<file path="src/hdl/msr_pkg.sv">
// constants for the multi-speed run select block
// assumes a 100 MHz pclk and an APB register window of 4 KB
package msr_pkg;
  localparam int unsigned CLK_HZ = 100_000_000;
  localparam int unsigned RAMP_UNIT_MS = 100;
  localparam int unsigned RATED_RPM = 4000;
  localparam int unsigned RAMP_TICK_CYC = (CLK_HZ / 1000 * RAMP_UNIT_MS) / RATED_RPM;
  localparam logic [11:0] RAMP_TICK_LAST = 12'(RAMP_TICK_CYC - 1);
  localparam logic [15:0] SPEED_MAX = 16'(RATED_RPM);

  localparam logic [11:0] REG_CTRL = 12'h000;
  localparam logic [11:0] REG_LIMIT = 12'h004;
  localparam logic [11:0] REG_IOMAP = 12'h008;
  localparam logic [11:0] REG_STATUS = 12'h00C;
  localparam logic [11:0] REG_SPEED = 12'h010;
  localparam logic [11:0] REG_DATA0 = 12'h020;

  localparam int CTRL_MODE_LSB = 0;
  localparam int CTRL_LOCK_BIT = 2;
  localparam int CTRL_TSRC_BIT = 3;
  localparam int CTRL_INITD_BIT = 4;
  localparam int CTRL_INITP_BIT = 5;
  localparam logic [3:0] CTRL_RST = 4'h0;
  localparam int LIM_HI_LSB = 0;
  localparam int LIM_LO_LSB = 16;
  localparam logic [31:0] LIMIT_RST = 32'h0000_0FA0;
  localparam int OMAP_LSB = 16;
  localparam logic [19:0] IOMAP_RST = 20'h4_4688;

  localparam int DATA_SPD_LSB = 0;
  localparam int DATA_ACC_LSB = 16;
  localparam int DATA_DEC_LSB = 24;
  localparam logic [31:0] DATA_RST = 32'h0505_0032;

  localparam int STAT_NO_LSB = 0;
  localparam int STAT_RUN_BIT = 2;
  localparam int STAT_DIR_BIT = 3;
  localparam int STAT_LOAD_LSB = 8;
  localparam int STAT_STATE_LSB = 16;

  localparam logic FORWARD_SENSE = 1'b0;
  localparam int LOAD_SHIFT = 12;
  localparam logic [6:0] LOAD_SCALE = 7'h64;

  typedef enum logic [1:0] {
    MODE_PANEL = 2'h0,
    MODE_EXT_PANEL = 2'h1,
    MODE_EXT_ONLY = 2'h2
  } msr_mode_t;

  typedef enum logic [2:0] {
    ST_IDLE = 3'b001,
    ST_RUN = 3'b010,
    ST_TURN = 3'b100
  } msr_state_t;
endpackage : msr_pkg

</file>
<file path="src/hdl/msr_sync.sv">
// two-flop synchroniser for a group of pin inputs
// assumes each bit is an independent level from outside the pclk domain
`timescale 1ns/1ns
module msr_sync
  import msr_pkg::*;
#(
  parameter int W = 9
)
(
  input wire logic pclk,
  input wire logic presetn,
  input wire logic [W-1:0] d,
  output logic [W-1:0] q
);
  logic [W-1:0] meta_r;
  logic [W-1:0] q_r;

  always_ff @(posedge pclk or negedge presetn)
  begin
    if (!presetn)
    begin
      meta_r <= '0;
      q_r <= '0;
    end
    else
    begin
      meta_r <= d;
      q_r <= meta_r;
    end
  end

  assign q = q_r;
endmodule : msr_sync

</file>
<file path="src/hdl/msr_data_mem.sv">
// operation data store: one word per entry, two registered read ports
// assumes a single writer per cycle; init has priority over writes
`timescale 1ns/1ns
module msr_data_mem
  import msr_pkg::*;
#(
  parameter int N = 4,
  parameter int AW = 2
)
(
  input wire logic pclk,
  input wire logic presetn,
  input wire logic init,
  input wire logic wr_en,
  input wire logic [AW-1:0] wr_addr,
  input wire logic [31:0] wr_data,
  input wire logic bump_up,
  input wire logic bump_dn,
  input wire logic [AW-1:0] rd_addr_a,
  output logic [31:0] rd_data_a,
  input wire logic [AW-1:0] rd_addr_b,
  output logic [31:0] rd_data_b
);
  logic [31:0] mem_r [N];
  logic [31:0] rda_r;
  logic [31:0] rdb_r;
  logic [15:0] spd0;

  assign spd0 = mem_r[0][DATA_SPD_LSB +: 16];

  always_ff @(posedge pclk or negedge presetn)
  begin
    if (!presetn)
    begin
      for (int i = 0; i < N; i++)
        mem_r[i] <= DATA_RST;
      rda_r <= '0;
      rdb_r <= '0;
    end
    else
    begin
      rda_r <= mem_r[rd_addr_a];
      rdb_r <= mem_r[rd_addr_b];
      if (init)
      begin
        for (int i = 0; i < N; i++)
          mem_r[i] <= DATA_RST;
      end
      else if (wr_en)
        mem_r[wr_addr] <= wr_data;
      else if (bump_up && spd0 < SPEED_MAX)
        mem_r[0][DATA_SPD_LSB +: 16] <= spd0 + 16'h0001;
      else if (bump_dn && spd0 != 16'h0000)
        mem_r[0][DATA_SPD_LSB +: 16] <= spd0 - 16'h0001;
    end
  end

  assign rd_data_a = rda_r;
  assign rd_data_b = rdb_r;
endmodule : msr_data_mem

</file>
<file path="src/hdl/msr_run_ctrl.sv">
// run control of a brushless motor driver: entry select, ramp, direction,
// APB registers. assumes pins are asynchronous levels, time_pot and
// load_raw come from converters already on pclk.
`timescale 1ns/1ns
// Notes on behaviour
// - two select inputs pick entry 0..3 as a binary number, bit0 low.
// - running uses speed, acceleration and deceleration of selected entry.
// - by default ramp times come from the analog time potentiometer.
// - entry change ramps to new speed with new entry's ramp times.
// - forward or reverse run input starts rotation at selected speed.
// - dropping the asserted run input decelerates the motor to stop.
// - rotation sense follows the panel direction switch.
// - direction change while running: decelerate to zero, then reverse.
// - external-only mode ignores the direction switch.
// - external-only mode: forward input rotates in the forward switch sense, reverse input the other way.
// - at most four selectable speed entries.
// - lock rejects setting dial operations on stored data.
// - five input and two output functions are remappable.
// - commanded speed clamped between upper and lower limits.
// - command restores all operation data entries to defaults.
// - command restores all parameter settings to defaults.
// - number of entry in use is available for display.
// - load torque reported as a percentage.
// - both run inputs asserted stops the motor instantly.
// - mode selects panel only, external plus panel, or external only.
// - panel switch to standby decelerates to stop despite run input.
module msr_run_ctrl
  import msr_pkg::*;
#(
  parameter int N_ENTRY = 4,
  parameter int N_IN = 5
)
(
  input wire logic pclk,
  input wire logic presetn,
  input wire logic psel,
  input wire logic penable,
  input wire logic pwrite,
  input wire logic [11:0] paddr,
  input wire logic [31:0] pwdata,
  output logic [31:0] prdata,
  output logic pready,
  output logic pslverr,
  input wire logic [N_IN-1:0] ext_in,
  input wire logic panel_run_sw,
  input wire logic panel_dir_sw,
  input wire logic dial_up,
  input wire logic dial_dn,
  input wire logic [7:0] time_pot,
  input wire logic [11:0] load_raw,
  output logic [1:0] ext_out,
  output logic [15:0] speed_cmd,
  output logic motor_dir,
  output logic [1:0] data_no,
  output logic [6:0] load_pct
);
  localparam int SW = N_IN + 4;
  logic [SW-1:0] pin_s;
  logic [N_IN-1:0] in_s;
  logic run_sw_s;
  logic dir_sw_s;
  logic dial_up_s;
  logic dial_dn_s;

  msr_sync #(.W(SW)) u_sync (
    .pclk(pclk),
    .presetn(presetn),
    .d({dial_dn, dial_up, panel_dir_sw, panel_run_sw, ext_in}),
    .q(pin_s)
  );
  assign in_s = pin_s[N_IN-1:0];
  assign run_sw_s = pin_s[N_IN];
  assign dir_sw_s = pin_s[N_IN+1];
  assign dial_up_s = pin_s[N_IN+2];
  assign dial_dn_s = pin_s[N_IN+3];

  // registers
  logic [3:0] ctrl_r;
  logic [31:0] limit_r;
  logic [19:0] iomap_r;
  logic init_data_r;
  logic init_par_r;
  logic pready_r;
  logic pslverr_r;
  logic [31:0] prdata_r;
  msr_mode_t mode;
  assign mode = msr_mode_t'(ctrl_r[CTRL_MODE_LSB +: 2]);

  // input remap: each function picks a pin, codes 5..7 read as off
  logic [7:0] in_pad;
  logic [N_IN-1:0] func;
  assign in_pad = 8'(in_s);
  genvar g;
  generate
    for (g = 0; g < N_IN; g++)
    begin : g_imap
      assign func[g] = in_pad[iomap_r[3*g +: 3]];
    end
  endgenerate

  logic forward_run_input;
  logic reverse_run_input;
  logic speed_select_bit0;
  logic speed_select_bit1;
  logic halt_input;
  logic external_only_mode;
  assign forward_run_input = func[0];
  assign reverse_run_input = func[1];
  assign speed_select_bit0 = func[2];
  assign speed_select_bit1 = func[3];
  assign halt_input = func[4];
  assign external_only_mode = (mode == MODE_EXT_ONLY);

  logic [1:0] sel_no;
  assign sel_no = {speed_select_bit1, speed_select_bit0};

  // run request and direction
  logic ext_cmd;
  logic quick_stop;
  logic run_req;
  logic dir_want;
  assign ext_cmd = forward_run_input ^ reverse_run_input;
  assign quick_stop = (mode != MODE_PANEL) && forward_run_input
    && reverse_run_input;
  assign run_req = ~halt_input & (
    (mode == MODE_PANEL) ? run_sw_s :
    (mode == MODE_EXT_PANEL) ? (run_sw_s & ext_cmd) :
    external_only_mode & ext_cmd);
  assign dir_want = external_only_mode ? (FORWARD_SENSE ^ reverse_run_input)
    : (dir_sw_s ^ ((mode != MODE_PANEL) & reverse_run_input));

  // operation data
  logic [31:0] entry;
  logic [31:0] apb_entry;
  logic apb_wr;
  logic dial_ok;
  logic up_d_r;
  logic dn_d_r;
  logic hit_data;

  msr_data_mem #(.N(N_ENTRY), .AW(2)) u_mem (
    .pclk(pclk),
    .presetn(presetn),
    .init(init_data_r),
    .wr_en(apb_wr & hit_data),
    .wr_addr(paddr[3:2]),
    .wr_data(pwdata),
    .bump_up(dial_ok & dial_up_s & ~up_d_r),
    .bump_dn(dial_ok & dial_dn_s & ~dn_d_r),
    .rd_addr_a(sel_no),
    .rd_data_a(entry),
    .rd_addr_b(paddr[3:2]),
    .rd_data_b(apb_entry)
  );
  assign dial_ok = ~ctrl_r[CTRL_LOCK_BIT] & ~external_only_mode;

  // target speed with limits
  logic [15:0] ent_spd;
  logic [15:0] lim_hi;
  logic [15:0] lim_lo;
  logic [15:0] spd_clamped;
  assign ent_spd = entry[DATA_SPD_LSB +: 16];
  assign lim_hi = limit_r[LIM_HI_LSB +: 16];
  assign lim_lo = limit_r[LIM_LO_LSB +: 16];
  assign spd_clamped = (ent_spd > lim_hi) ? lim_hi :
    (ent_spd < lim_lo) ? lim_lo : ent_spd;

  msr_state_t state_r;
  msr_state_t state_nxt;
  logic [15:0] speed_r;
  logic dir_r;
  logic [15:0] target;
  logic spd_zero;
  assign spd_zero = (speed_r == 16'h0000);
  assign target = (state_r == ST_RUN) ? spd_clamped : 16'h0000;

  always_comb
  begin
    state_nxt = state_r;
    case (state_r)
      ST_IDLE:
        if (run_req && (spd_zero || dir_want == dir_r))
          state_nxt = ST_RUN;
      ST_RUN:
        if (!run_req)
          state_nxt = ST_IDLE;
        else if (dir_want != dir_r)
          state_nxt = ST_TURN;
      ST_TURN:
        if (spd_zero)
          state_nxt = run_req ? ST_RUN : ST_IDLE;
      default:
        state_nxt = ST_IDLE;
    endcase
    if (quick_stop)
      state_nxt = ST_IDLE;
  end

  // ramp: tick every RAMP_TICK_CYC, one r/min step every (time+1) ticks
  logic [11:0] tick_r;
  logic [7:0] step_r;
  logic tick;
  logic accel;
  logic [7:0] cur_time;
  logic step_due;
  assign tick = (tick_r == RAMP_TICK_LAST);
  assign accel = (speed_r < target);
  assign cur_time = !ctrl_r[CTRL_TSRC_BIT] ? time_pot :
    accel ? entry[DATA_ACC_LSB +: 8] : entry[DATA_DEC_LSB +: 8];
  assign step_due = tick && (step_r >= cur_time);

  always_ff @(posedge pclk or negedge presetn)
  begin
    if (!presetn)
    begin
      state_r <= ST_IDLE;
      dir_r <= FORWARD_SENSE;
      speed_r <= '0;
      tick_r <= '0;
      step_r <= '0;
    end
    else
    begin
      state_r <= state_nxt;
      if (state_r != ST_RUN && state_nxt == ST_RUN && spd_zero)
        dir_r <= dir_want;
      tick_r <= tick ? 12'h000 : tick_r + 12'h001;
      if (tick)
        step_r <= step_due ? 8'h00 : step_r + 8'h01;
      if (quick_stop)
        speed_r <= '0;
      else if (step_due && accel)
        speed_r <= speed_r + 16'h0001;
      else if (step_due && speed_r > target)
        speed_r <= speed_r - 16'h0001;
    end
  end

  // display and pin outputs
  logic [18:0] load_prod;
  logic [1:0] ext_out_r;
  logic [1:0] data_no_r;
  logic [6:0] load_pct_r;
  logic [3:0] ofunc;
  assign load_prod = 19'(load_raw) * 19'(LOAD_SCALE);
  assign ofunc = {spd_zero, dir_r, (state_r == ST_RUN) && (speed_r == target),
    ~spd_zero | (state_r != ST_IDLE)};

  always_ff @(posedge pclk or negedge presetn)
  begin
    if (!presetn)
    begin
      ext_out_r <= '0;
      data_no_r <= '0;
      load_pct_r <= '0;
      up_d_r <= 1'b0;
      dn_d_r <= 1'b0;
    end
    else
    begin
      ext_out_r[0] <= ofunc[iomap_r[OMAP_LSB +: 2]];
      ext_out_r[1] <= ofunc[iomap_r[OMAP_LSB + 2 +: 2]];
      data_no_r <= sel_no;
      load_pct_r <= load_prod[LOAD_SHIFT +: 7];
      up_d_r <= dial_up_s;
      dn_d_r <= dial_dn_s;
    end
  end

  // APB slave: one wait state, read data registered on the edge that raises pready, write on the edge that ends the pready cycle
  logic hit_ctrl;
  logic hit_limit;
  logic hit_iomap;
  logic hit_status;
  logic hit_speed;
  logic mapped;
  logic [31:0] rd_mux;
  logic [31:0] status_word;
  assign hit_ctrl = (paddr == REG_CTRL);
  assign hit_limit = (paddr == REG_LIMIT);
  assign hit_iomap = (paddr == REG_IOMAP);
  assign hit_status = (paddr == REG_STATUS);
  assign hit_speed = (paddr == REG_SPEED);
  assign hit_data = (paddr[11:4] == REG_DATA0[11:4]) && (paddr[1:0] == 2'h0);
  assign mapped = hit_ctrl | hit_limit | hit_iomap | hit_status | hit_speed | hit_data;
  assign apb_wr = psel & penable & pwrite & pready_r & mapped;
  assign status_word = (32'(data_no_r) << STAT_NO_LSB)
    | (32'(state_r != ST_IDLE) << STAT_RUN_BIT)
    | (32'(dir_r) << STAT_DIR_BIT)
    | (32'(load_pct_r) << STAT_LOAD_LSB)
    | (32'(state_r) << STAT_STATE_LSB);
  assign rd_mux = hit_ctrl ? 32'(ctrl_r) :
    hit_limit ? limit_r :
    hit_iomap ? 32'(iomap_r) :
    hit_status ? status_word :
    hit_speed ? 32'(speed_r) :
    hit_data ? apb_entry : 32'h0000_0000;

  always_ff @(posedge pclk or negedge presetn)
  begin
    if (!presetn)
    begin
      pready_r <= 1'b0;
      pslverr_r <= 1'b0;
      prdata_r <= '0;
      ctrl_r <= CTRL_RST;
      limit_r <= LIMIT_RST;
      iomap_r <= IOMAP_RST;
      init_data_r <= 1'b0;
      init_par_r <= 1'b0;
    end
    else
    begin
      pready_r <= psel & penable & ~pready_r;
      pslverr_r <= psel & penable & ~pready_r & ~mapped;
      if (psel && penable && !pready_r && !pwrite)
        prdata_r <= rd_mux;
      init_data_r <= apb_wr & hit_ctrl & pwdata[CTRL_INITD_BIT];
      init_par_r <= apb_wr & hit_ctrl & pwdata[CTRL_INITP_BIT];
      if (init_par_r)
      begin
        ctrl_r <= CTRL_RST;
        limit_r <= LIMIT_RST;
        iomap_r <= IOMAP_RST;
      end
      else if (apb_wr)
      begin
        if (hit_ctrl)
          ctrl_r <= pwdata[3:0];
        if (hit_limit)
          limit_r <= pwdata;
        if (hit_iomap)
          iomap_r <= pwdata[19:0];
      end
    end
  end

  assign prdata = prdata_r;
  assign pready = pready_r;
  assign pslverr = pslverr_r;
  assign ext_out = ext_out_r;
  assign speed_cmd = speed_r;
  assign motor_dir = dir_r;
  assign data_no = data_no_r;
  assign load_pct = load_pct_r;
endmodule : msr_run_ctrl

</file>
<file path="config.mk">
export PLATFORM = sky130hd
export DESIGN_NAME = msr_run_ctrl
export DESIGN_NICKNAME = d
export VERILOG_FILES = /design/src/hdl/msr_pkg.sv /design/src/hdl/msr_sync.sv /design/src/hdl/msr_data_mem.sv /design/src/hdl/msr_run_ctrl.sv
export SDC_FILE = /design/constraint.sdc
export NUM_CORES = 1
export LEC_CHECK = 0
export ABC_AREA = 0
export BUFFER_PORTS_ARGS = -buffer_cell sky130_fd_sc_hd__buf_2
export CAP_MARGIN = 20
export CORE_MARGIN = 2
export CORE_UTILIZATION = 56
export DETAILED_ROUTE_END_ITERATION = 8
export PLACE_DENSITY = 0.71
export SETUP_SLACK_MARGIN = 0.2
export SYNTH_ARGS = -nofsm -noshare
export SYNTH_HDL_FRONTEND = slang
export SYNTH_HIERARCHICAL = 1
export SYNTH_SLANG_ARGS = --single-unit
</file>
<file path="constraint.sdc">
create_clock -name pclk -period 10.9 [get_ports pclk]
set_clock_uncertainty 0.15 [all_clocks]
set_input_delay 0 -clock pclk [delete_from_list [all_inputs] [get_ports pclk]]
set_output_delay 0 -clock pclk [all_outputs]
set_load 0.01 [all_outputs]
</file>
## Yosys cells after proc, flatten, opt, wreduce, memory -nomap -nowiden

Cells that the tools add are included.

| cells by class | value |
|---|---|
| add/sub/neg operators | 6 |
| $lt $le $gt $ge | 16 |
| equal/unequal tests | 17 |
| bitwise gates (word level) | 41 |
| $mul | 1 |
| reductions and logical operators | 35 |
| mux-type cells | 64 |

Operators with widths:

| cell | number |
|---|---|
| two-way mux 32 bit | 14 |
| two-way mux 16 bit | 10 |
| binary-select mux 32 bit (select 2 bit) | 2 |
| bitwise mux 128 bit | 1 |
| two-way mux 128 bit | 1 |
| two-way mux 96 bit | 1 |
| demux 32 bit (select 2 bit) | 1 |
| two-way mux 20 bit | 3 |
| adder 16 x 1 -> 16 bit (second input constant) | 2 |
| > comparator 16 bit | 2 |
| < comparator 16 bit | 2 |
| subtractor 16 x 1 -> 16 bit (second input constant) | 2 |
| == test 12 x 4 -> 1 bit (second input constant) | 2 |
| two-way mux 8 bit | 3 |
| < comparator 3 x 4 -> 1 bit (second input constant) | 5 |
| bitwise AND 1 bit | 19 |
| OR 15 x 19 -> 19 bit | 1 |
| multiplier 12 x 5 -> 17 bit (second input constant) | 1 |
| == test 16 bit | 1 |
| logical AND 1 bit | 16 |
| logical NOT 16 bit | 1 |
| < comparator 16 x 12 -> 1 bit (second input constant) | 1 |
| nonzero test 16 bit | 1 |
| binary-select mux 1 bit (select 3 bit) | 5 |
| other kinds (41) | 83 |

| word-level totals | value |
|---|---|
| register bits | 355 |
| output and inout port bits | 62 |

## Depth between registers and ports, before layout

Gate-level depths: netlist (run 1).

| logic depth | value |
|---|---|
| depth in word-level cells | 14 |
| gate-level depth with buffers | 37 |
| gate-level depth less buffers | 35 |

## By module

Netlist (run 1), hierarchy kept.

Modules (own cells, without submodules):

| module | cells each | area each (sq um) | instances | sequential area each (sq um) |
|---|---|---|---|---|
| msr_run_ctrl | 1153 | 10307.4 | 1 | 3644.7 |
| msr_data_mem | 840 | 9298.9 | 1 | 4839.6 |
| msr_sync | 18 | 450.4 | 1 | 450.4 |

## Least setup slack after synthesis (run 1)

OpenSTA, ideal clock, no wires.

| path | value |
|---|---|
| path kind | register to register |
| from | register limit_r[9] |
| to | register speed_r[10] (netlist: speed_cmd[10]) |
| cell stages (with the launch flop) | 36 |
| buffers on the path | 2 |
| required time | 10.618 ns |
| clock period less this slack | 7.656 ns |
| arrival | 7.374 ns |
| setup slack | 3.244 ns |
| path through | dfstp_2 > inv_1 > ha_1 > nand4_1 > nor2_1 > nand3_1 > or4_4 > o21a_1 > a41oi_2 > buf_6 > nor2_1 > a211o_1 > ha_1 > a2111oi_0 > o211ai_1 > o21ai_0 > a31o_2 > buf_2 > mux2i_1 > nand2_1 > o21ai_0 > ha_1 > a21o_1 > a31oi_1 > o21ai_1 > o41a_1 > and2_1 > nand2_1 > ha_1 > and3_1 > a221o_1 > a2111oi_0 > nor3_1 > xor2_1 > mux2i_1 > nor2_1 |

| between the ends | value |
|---|---|
| word-level cells in the longest chain between the ends | 11 |
| elaborated cells between the ends (all ways) | 14 |
| classes of those cells | order compare (4); mux (6); reduce/logical (4) |

Ends and longest elaborated chain:

| what | RTL line | text |
|---|---|---|
| from (decl) | msr_run_ctrl.sv:79 | `logic [31:0] limit_r;` |
| from (signal assigned) | msr_run_ctrl.sv:331 | `limit_r <= pwdata;` |
| > comparator 16 bit | msr_run_ctrl.sv:165 | `assign spd_clamped = (ent_spd > lim_hi) ? lim_hi :` |
| two-way mux 16 bit (*) | msr_run_ctrl.sv:165 |  |
| two-way mux 16 bit (*) | msr_run_ctrl.sv:175 | `assign target = (state_r == ST_RUN) ? spd_clamped : 16'h0000;` |
| < comparator 16 bit | msr_run_ctrl.sv:207 | `assign accel = (speed_r < target);` |
| two-way mux 8 bit | msr_run_ctrl.sv:209 | `accel ? entry[DATA_ACC_LSB +: 8] : entry[DATA_DEC_LSB +: 8];` |
| two-way mux 8 bit | msr_run_ctrl.sv:208 | `assign cur_time = !ctrl_r[CTRL_TSRC_BIT] ? time_pot :` |
| greater-or-equal comparator 8 bit | msr_run_ctrl.sv:210 | `assign step_due = tick && (step_r >= cur_time);` |
| logical AND 1 bit | msr_run_ctrl.sv:210 |  |
| logical AND 1 bit | msr_run_ctrl.sv:232 | `else if (step_due && accel)` |
| two-way mux 16 bit | msr_run_ctrl.sv:232 |  |
| two-way mux 16 bit | msr_run_ctrl.sv:230 | `if (quick_stop)` |
| to (signal assigned) | msr_run_ctrl.sv:233 | `speed_r <= speed_r + 16'h0001;` |
| to (signal assigned) | msr_run_ctrl.sv:235 | `speed_r <= speed_r - 16'h0001;` |
| to (decl) | msr_run_ctrl.sv:170 | `logic [15:0] speed_r;` |

Every way passes the cells marked *; elsewhere a longest branch is shown, timed or not.
A chain may end at the register's enable or synchronous reset.

## Final worst setup path (run 1)

| path | value |
|---|---|
| from | register limit_r[8] |
| to | register speed_r[10] (netlist: speed_cmd[10]) |

The elaborated chain is that of the path after synthesis.

==> results of run 1 <==
## logic make-up (layout without fill, tap and decap cells)
group / count (synthesis) / in the layout / synth area share [%]
simple gates: 743 / 743 / 16.7
buf+inv: 188 / 382 / 3.81
mux: 126 / 126 / 10.9
xor+xnor: 40 / 40 / 1.75
compound gates: 423 / 423 / 13.5
flops: 355 / 355 / 44.5
fa+ha+maj: 136 / 136 / 8.78
## final timing paths
check	start	to
max	limit_r[8]	speed_cmd[10]
min	paddr[1]	prdata[0]
max reg2reg	limit_r[8]	speed_cmd[10]
min reg2reg	u_sync/meta_r[7]	u_sync/q[7]
max in group asynchronous	presetn	u_mem/mem_r[111]
min in group asynchronous	presetn	iomap_r[18]
## report_power, final
| group | leakage (nW) | total (W) | internal, W | switching (W) |
|---|---|---|---|---|
| clock network | 0.732 | 0.00152 | 0.000943 | 0.000574 |
| registers | 4.62 | 0.00150 | 0.00139 | 0.000104 |
| logic | 4.90 | 0.000818 | 0.000366 | 0.000452 |
| total | 10.3 | 0.00383 | 0.00270 | 0.00113 |
## flip-flops by register name (all words and copies together) (netlist names), 2 cells and up
signal,cells
u_mem/mem_r,128
limit_r,32
prdata,32
u_sync/meta_r,9
speed_cmd,16
iomap_r,20
step_r,8
state_r,3
u_mem/rd_data_a,32
ext_out,2
load_pct,7
u_sync/q,9
tick_r,12
data_no,2
ctrl_r,4
u_mem/rd_data_b,32
## synthesized netlist by cell type (all sizes together), types with 4 or more instances
master / instances
nand2: 401
dfrtp: 314
a21oi: 190
nor2: 147
ha: 128
inv: 79
clkbuf: 77
mux4: 72
o21ai: 71
mux2i: 43
dfstp: 41
nand3b: 34
buf: 32
nand3: 31
a221oi: 24
a22oi: 24
nor3: 23
xnor2: 23
a211o: 21
nor2b: 18
xor2: 17
or3: 13
a31oi: 12
nand4: 12
mux2: 11
nand2b: 11
nor4: 11
o21a: 11
a21o: 10
and2: 9
a2111oi: 8
and3: 8
fa: 8
nor3b: 7
a211oi: 6
nor4b: 6
o31ai: 5
o211ai: 4
o21bai: 4
or4: 4
## per-layer routing
metal / track usage, % / vias up / part of all wire [%]
li1: - / 7465 / -
met1: 44.4 / 8253 / 41
met2: 51.3 / 744 / 47
met3: 7.27 / 137 / 9.2
met4: 10.9 / 0 / 3.2
met5: 0 / - / 0
## repair_timing
item,CTS,global route
endpoints found under the hold margin,312,0
hold buffers,65,0
gates resized for setup,0,0
## cell type report
class | instances | area [um^2] | area share, %
timing repair buffer | 229 | 1560 | 6.71
clock inverter | 23 | 379 | 1.63
inverter | 79 | 297 | 1.27
tap | 461 | 577 | 2.48
sequential | 355 | 8940 | 38.4
clock buffer | 51 | 1110 | 4.77
multi-input combinational | 1468 | 10400 | 44.8
## per-stage QoR
stage / utilization, % / cell area (um^2) / total power [W] / setup slack, ns / instances
detailed placement: 59.7 / 21100 / 0.00231 / 1.97 / 2527
global route: 65.8 / 23300 / 0.00401 / 1.09 / 2666
CTS: 65.8 / 23300 / 0.00385 / 1.91 / 2666
global placement: 59.7 / 21100 / 0.00228 / 2.24 / 2527
floorplan: - / 20100 / 0.00206 / 3.24 / 2011
finish: 65.8 / 23300 / 0.00383 / 1.86 / 2666
## worst register-to-register path: cells and delay by family (launching register included)
kind,cells,cell delay (ns)
AO/OA/AOI/OAI,15,3.93
AND/OR/NAND/NOR,11,2.09
adder cells (fa/ha/maj),4,1.23
flip-flops,1,0.55
multiplexers,2,0.43
buffers and inverters,2,0.39
XOR/XNOR,1,0.16
==> flow_summary.ini, run 1 <==
[drt]
num_vias = 16600
totalWireLength_mm = 60.0
firstDrtPassIters = 5
wl_per_cell_um = 22.5
ant_nets = 0
vias_per_cell = 6.23
drtIter0Drc = 1648
drc = 0

[timing]
worstMarginPinSlew_ns = 1.09
tns_ns = 0
finalMaxSlewViolations = 0
whs_ns = 0.0385
maxSlewHeadroom_pct = 27.3
setup_viol = 0
period_share_pct = 83.0
period_needed_ns = 9.04
max_freq_ghz = 0.111
hold_viol = 0
rsz0062_at_grt = no

[yosys]
synth-seq-cells = 355
synth_flop_cell = dfrtp_1
synthArstFlopShare_pct = 100
syn_area_um2 = 20100
synth_area_per_cell_um2 = 9.97
synth.top_cell.area_share_pct = 39.2
yosysUniqueCellTypes = 90
ys.warnings.count = 6
synth_edf_count = 0
synthCells = 2011
synth_area_leaders = dfrtp_1, mux4_2, ha_1
synth-seq-area-share_pct = 44.5
synth_area_leader_cell = dfrtp_1
synth_fp_nets = 2225

[global_routing]
track_usage_pct = 32.4
grt_pass1_vias = 16600
grt_overflow_total = 0
grt_max_degree = 104
antenna_found_initial = 1
grt_pass1_wl_mm = 94.3

[clock_network]
clockBufferDepth = 3
cts_max_level = 2
cts_buffers = 40
clock_tree.root_cell = clkbuf_16
insertion_delay_ns = 0.56
postCtsSetupRepairBufs = 0
clkTransAtPathRegs_ns = 0.06
cts_tree = done
clock_sinks = 355

[floorplan]
die_area_um2 = 37300
fp.dieW_um = 193
core_area_um2 = 35400
die_y_um = 193
rows = 69
io_pins = 140
start_util_pct = 56.7

[setup_path]
crit_top_cell = ha_1
critPathKind = reg -> reg
cp_slowest_cell = dfstp_2
crit_arrival_ns = 9.32
cp_max_fo = 20
r2r_cells = 35
critical_path_depth = 35
startpoint_type = register
crit_buf_inv = 2
cp.required_ns = 11.18
max_stage_delay_ns = 0.55
cp_top_family = compound AO/OA/AOI/OAI gates
critPathCaptureType = register
rrSetupSlack_ns = 1.86

[cells_and_area]
syn2layout_area_growth_pct = 16.2
layout_common_cells = nand2_1, dfrtp_1, a21oi_1, nor2_1, buf_2
num_antenna_cells = 0
drive_gt1_share_pct = 18.2
nFillCells = 2762
layout_commonest_cell = nand2_1
nets = 2387

[flow_run]
cap_violations = 0

[pwr]
ir_worst_vdd_mv = 0.136
power.density_nw_per_um2 = 165
p_leak_nw = 10.3

[min_path]
hold_depth = 6
worst_hold_path_type = in -> reg

[place]
dp.final_hpwl_mm = 41.1
place.gp.congestion = 0.940
io_buffers = 139

[outcome]
status = complete, no violations
(Power assumes the default switching activity.)
==> run 2, diff against run 1 <==
==> constraint.sdc (replaced) <==
create_clock -name pclk -period 8.4 [get_ports pclk]
set_clock_uncertainty 0.15 [all_clocks]
set_input_delay 0 -clock pclk [delete_from_list [all_inputs] [get_ports pclk]]
set_output_delay 0 -clock pclk [all_outputs]
set_load 0.01 [all_outputs]
==> run 2 against run 1 <==
Compared with the run above: wire length about the same; hold slack got worse by 0.013 ns; setup slack worse by 1.2 ns; clock power rose by 17%; clock-buffer cell count is 6 higher; cell count rose by 0.49%; combinational power is 34% higher; critical path depth increased by 3; critical endpoint is now speed_cmd[14]; largest cell class unchanged; largest power group is now sequential cells.
==> flow_summary.ini, run 2 (synthesized netlist as in run 1, its figures left out) <==
[outcome]
status = complete, no violations

[global_routing]
grt_pass1_vias = 16700
grt_pass1_wl_mm = 94.3
grt_overflow_total = 0
track_usage_pct = 32.5
grt_max_degree = 166
antenna_found_initial = 0

[floorplan]
io_pins = 140
core_area_um2 = 35400
rows = 69
die_y_um = 193
fp.dieW_um = 193
start_util_pct = 56.7
die_area_um2 = 37300

[drt]
totalWireLength_mm = 60.0
drtIter0Drc = 1461
firstDrtPassIters = 6
ant_nets = 0
num_vias = 16700
wl_per_cell_um = 22.4
vias_per_cell = 6.22
drc = 0

[clock_network]
clockBufferDepth = 3
cts_tree = done
cts_buffers = 40
clock_sinks = 355
cts_max_level = 2
clkTransAtPathRegs_ns = 0.06
clock_tree.root_cell = clkbuf_16
insertion_delay_ns = 0.57

[setup_path]
cp.required_ns = 8.67
cp_slowest_cell = or4_4
max_stage_delay_ns = 0.57
critPathCaptureType = register
crit_buf_inv = 6
cp_max_fo = 6
startpoint_type = register
crit_arrival_ns = 7.98
cp_top_family = compound AO/OA/AOI/OAI gates
critPathKind = reg -> reg

[cells_and_area]
top_register = u_mem/mem_r
drive_gt1_share_pct = 18.7
largest_reg_flops = 128
fin_cells = 2679
layout_common_cells = nand2_1, dfrtp_1, a21oi_1, nor2_1, buf_2
design_area_um2 = 23300
nets = 2403
syn2layout_area_growth_pct = 16.2
layout_commonest_cell = nand2_1
num_antenna_cells = 0

[place]
dp.final_hpwl_mm = 41.4
io_buffers = 139
post-place-cells = 2532
place.gp.congestion = 0.956
place_area_um2 = 21200

[pwr]
power.density_nw_per_um2 = 207
p_leak_nw = 10.3
power_w = 0.00482
ir_worst_vdd_mv = 0.188

[timing]
max_freq_ghz = 0.130
maxSlewHeadroom_pct = 26.5
worstMarginPinSlew_ns = 1.10
setup_viol = 0
hold_viol = 0
period_needed_ns = 7.71
period_share_pct = 91.8
rsz0062_at_grt = no
tns_ns = 0
finalMaxSlewViolations = 0

[min_path]
worst_hold_path_type = in -> reg

[flow_run]
cap_violations = 0
run 2: timing repair:
action	in CTS	in global routing
setup endpoints to repair	0	9
buffers inserted	0	10
hold endpoints to repair	329	0
resized for setup	0	17
hold buffers	64	0
run 2: area by class of cell:
cell class / instances / area, um^2
tap: 461 / 577
timing repair buffer: 244 / 1670
clock buffer: 57 / 1110
sequential: 355 / 8940
fill: 2903 / 12100
clock inverter: 14 / 211
multi-input combinational: 1469 / 10500
inverter: 79 / 297
run 2: worst min-delay path, delay by kind of cell:
kind / cells / cell delay [ns]
buffers and inverters: 1 / 0.07
AO/OA/AOI/OAI: 2 / 0.25
AND/OR/NAND/NOR: 3 / 0.36
run 2: worst paths after layout:
path,slack [ns],cells after the start,start,to
worst min-delay path,0.03,6,paddr[1],prdata[0]
max in group asynchronous,6.14,4,presetn,u_sync/q[5]
worst max-delay path,0.69,38,limit_r[9],speed_cmd[14]
min in group asynchronous,0.46,3,presetn,u_sync/q[4]
worst max register to register,0.69,38,limit_r[9],speed_cmd[14]
worst min register to register,0.20,0,u_sync/meta_r[4],u_sync/q[4]
run 2: per-layer routing:
| metal | track usage, % | up-vias | wire (um) |
|---|---|---|---|
| li1 | - | 7507 | - |
| met1 | 45.7 | 8318 | 25000 |
| met2 | 50.4 | 705 | 27900 |
| met3 | 5.82 | 130 | 5000 |
| met4 | 12.8 | 0 | 2110 |
| met5 | 0 | - | 0 |
run 2: stage by stage:
step                      setup slack [ns]  hold slack [ns]  util [%]
after CTS                            0.267         0.000335      65.4
after detailed placement             0.282          -0.0390      59.9
after floorplan                      0.744           -0.446         -
after global routing                 0.174           0.0427      65.8
final                                0.691           0.0253      65.8
after global placement               0.385          -0.0389      59.9
run 2: power breakdown:
group	switching, W	internal (W)	total [W]
Sequential	0.000135	0.00181	0.00194
Combinational	0.000598	0.000500	0.00110
Clock	0.000722	0.00105	0.00178
Total	0.00145	0.00336	0.00482
==> run 3, diff against run 2 <==
--- a/config.mk
+++ b/config.mk
@@ -7,7 +7,7 @@
 export LEC_CHECK = 0
 export ABC_AREA = 0
 export BUFFER_PORTS_ARGS = -buffer_cell sky130_fd_sc_hd__buf_2
-export CAP_MARGIN = 20
+export CAP_MARGIN = 5
 export CORE_MARGIN = 2
 export CORE_UTILIZATION = 56
 export DETAILED_ROUTE_END_ITERATION = 8
==> constraint.sdc (replaced) <==
create_clock -name pclk -period 8.4 [get_ports pclk]
set_clock_uncertainty 0.15 [all_clocks]
set_input_delay 0.84 -clock pclk [delete_from_list [all_inputs] [get_ports pclk]]
set_output_delay 0.84 -clock pclk [all_outputs]
set_load 0.01 [all_outputs]
==> run 3 against run 2 <==
Compared with the run above: clock power about the same; power decreased by 0.47%; utilization decreased by 1.8 points; largest cell class unchanged; largest power group unchanged; highest routed layer unchanged.
==> flow_summary.ini, run 3 (synthesized netlist as in run 1, its figures left out) <==
[timing]
hold_viol = 0
rsz0062_at_grt = no
setup_viol = 0
maxSlewHeadroom_pct = 27.1
max_freq_ghz = 0.129
layout_setup_ws_ns = 0.672
finalMaxSlewViolations = 0
tns_ns = 0
period_share_pct = 92.0
worstMarginPinSlew_ns = 1.09
period_needed_ns = 7.73

[place]
io_buffers = 139
dp.final_hpwl_mm = 41.4
dp_slack_ns = 0.282
place.gp.congestion = 0.956

[floorplan]
rows = 69
core_area_um2 = 35400
die_y_um = 193
io_pins = 140
fp.dieW_um = 193
start_util_pct = 56.7
die_area_um2 = 37300

[cells_and_area]
drive_gt1_share_pct = 19.2
layout_commonest_cell = nand2_1
nets = 2339
utilization_pct = 64.0
top_register = u_mem/mem_r
largest_reg_flops = 128
syn2layout_area_growth_pct = 13.0
layout_common_cells = nand2_1, dfrtp_1, a21oi_1, nor2_1, buf_2

[global_routing]
antenna_found_initial = 1
grt_pass1_wl_mm = 93.1
grt_pass1_vias = 16300
track_usage_pct = 32.1
grt_overflow_total = 0
grt_max_degree = 166

[drt]
num_vias = 16500
totalWireLength_mm = 59.5
firstDrtPassIters = 5
ant_nets = 0
vias_per_cell = 6.29
wl_per_cell_um = 22.7
drc = 0
drtIter0Drc = 1454

[clock_network]
clkTransAtPathRegs_ns = 0.06
insertion_delay_ns = 0.57
cts_buffers = 40
cts_tree = done
clockBufferDepth = 3
clock_sinks = 355
clock_tree.root_cell = clkbuf_16
cts_max_level = 2
hold_buffers = 0

[pwr]
ir_worst_vdd_mv = 0.188
p_leak_nw = 10.0
power_w = 0.00480
power.density_nw_per_um2 = 212

[setup_path]
cp_max_fo = 6
critPathCaptureType = register
rrSetupSlack_ns = 0.67
startpoint_type = register
crit_buf_inv = 6
cp_slowest_cell = or4_4
cp_top_family = compound AO/OA/AOI/OAI gates
critPathKind = reg -> reg
max_stage_delay_ns = 0.57
crit_arrival_ns = 8.02
cp.required_ns = 8.69

[flow_run]
cap_violations = 0

[outcome]
status = complete, no violations

[min_path]
worst_hold_path_type = reg -> reg
[run 3: changes by cell type in the layout (fill, tap and decap cells not counted), sizes merged]
cell	previous run	this run
diode	0	1
dlygate4sd3	64	0
[run 3: repair_timing]
action	in CTS	in global routing
buffers inserted	0	10
hold endpoints to repair	0	0
endpoints found under the setup margin	0	9
resized for setup	0	17
[run 3: final cells by class]
class / count / area [um^2]
multi-input combinational: 1469 / 10500
clock inverter: 14 / 211
fill: 2954 / 12700
timing repair buffer: 180 / 1030
tap: 461 / 577
clock buffer: 57 / 1110
inverter: 79 / 297
antenna: 1 / 2.50
sequential: 355 / 8940
[run 3: power breakdown]
part	leakage [nW]	internal, W	total (W)	switching [W]
Combinational	4.74	0.000481	0.00107	0.000594
Sequential	4.62	0.00181	0.00194	0.000134
Clock	0.648	0.00105	0.00178	0.000723
Total	10.0	0.00334	0.00480	0.00145
[run 3: worst paths after layout]
| check | end | cells after the start | from |
|---|---|---|---|
| worst min-delay path | u_sync/q[8] | 0 | u_sync/meta_r[8] |
| max in group asynchronous | u_mem/mem_r[111] | 2 | presetn |
| worst min register to register | u_sync/q[8] | 0 | u_sync/meta_r[8] |
| min in group asynchronous | iomap_r[5] | 1 | presetn |
| worst max-delay path | speed_cmd[10] | 38 | limit_r[9] |
| worst max register to register | speed_cmd[10] | 38 | limit_r[9] |
[run 3: per-layer routing]
layer,GRT usage (%),wire length (um)
met1,45.2,24600
met2,49.3,27400
met3,6.10,5250
met4,13.0,2250
met5,0,0
[run 3: per-stage QoR]
step | hold slack (ns) | instances | cell area [um^2]
floorplan | 0.181 | 2011 | 20100
global placement | 0.188 | 2532 | 21200
detailed placement | 0.186 | 2532 | 21200
CTS | 0.196 | 2603 | 22500
global route | 0.203 | 2616 | 22700
finish | 0.193 | 2616 | 22700
[run 3: worst reg2reg max path, delay by kind of cell, from the launching register on]
family	cells	cell delay, ns
compound gates	11	2.55
simple gates	14	1.89
buf+inv	6	0.80
mux	2	0.26
xor+xnor	1	0.15
flops	1	0.54
fa+ha+maj	4	1.30
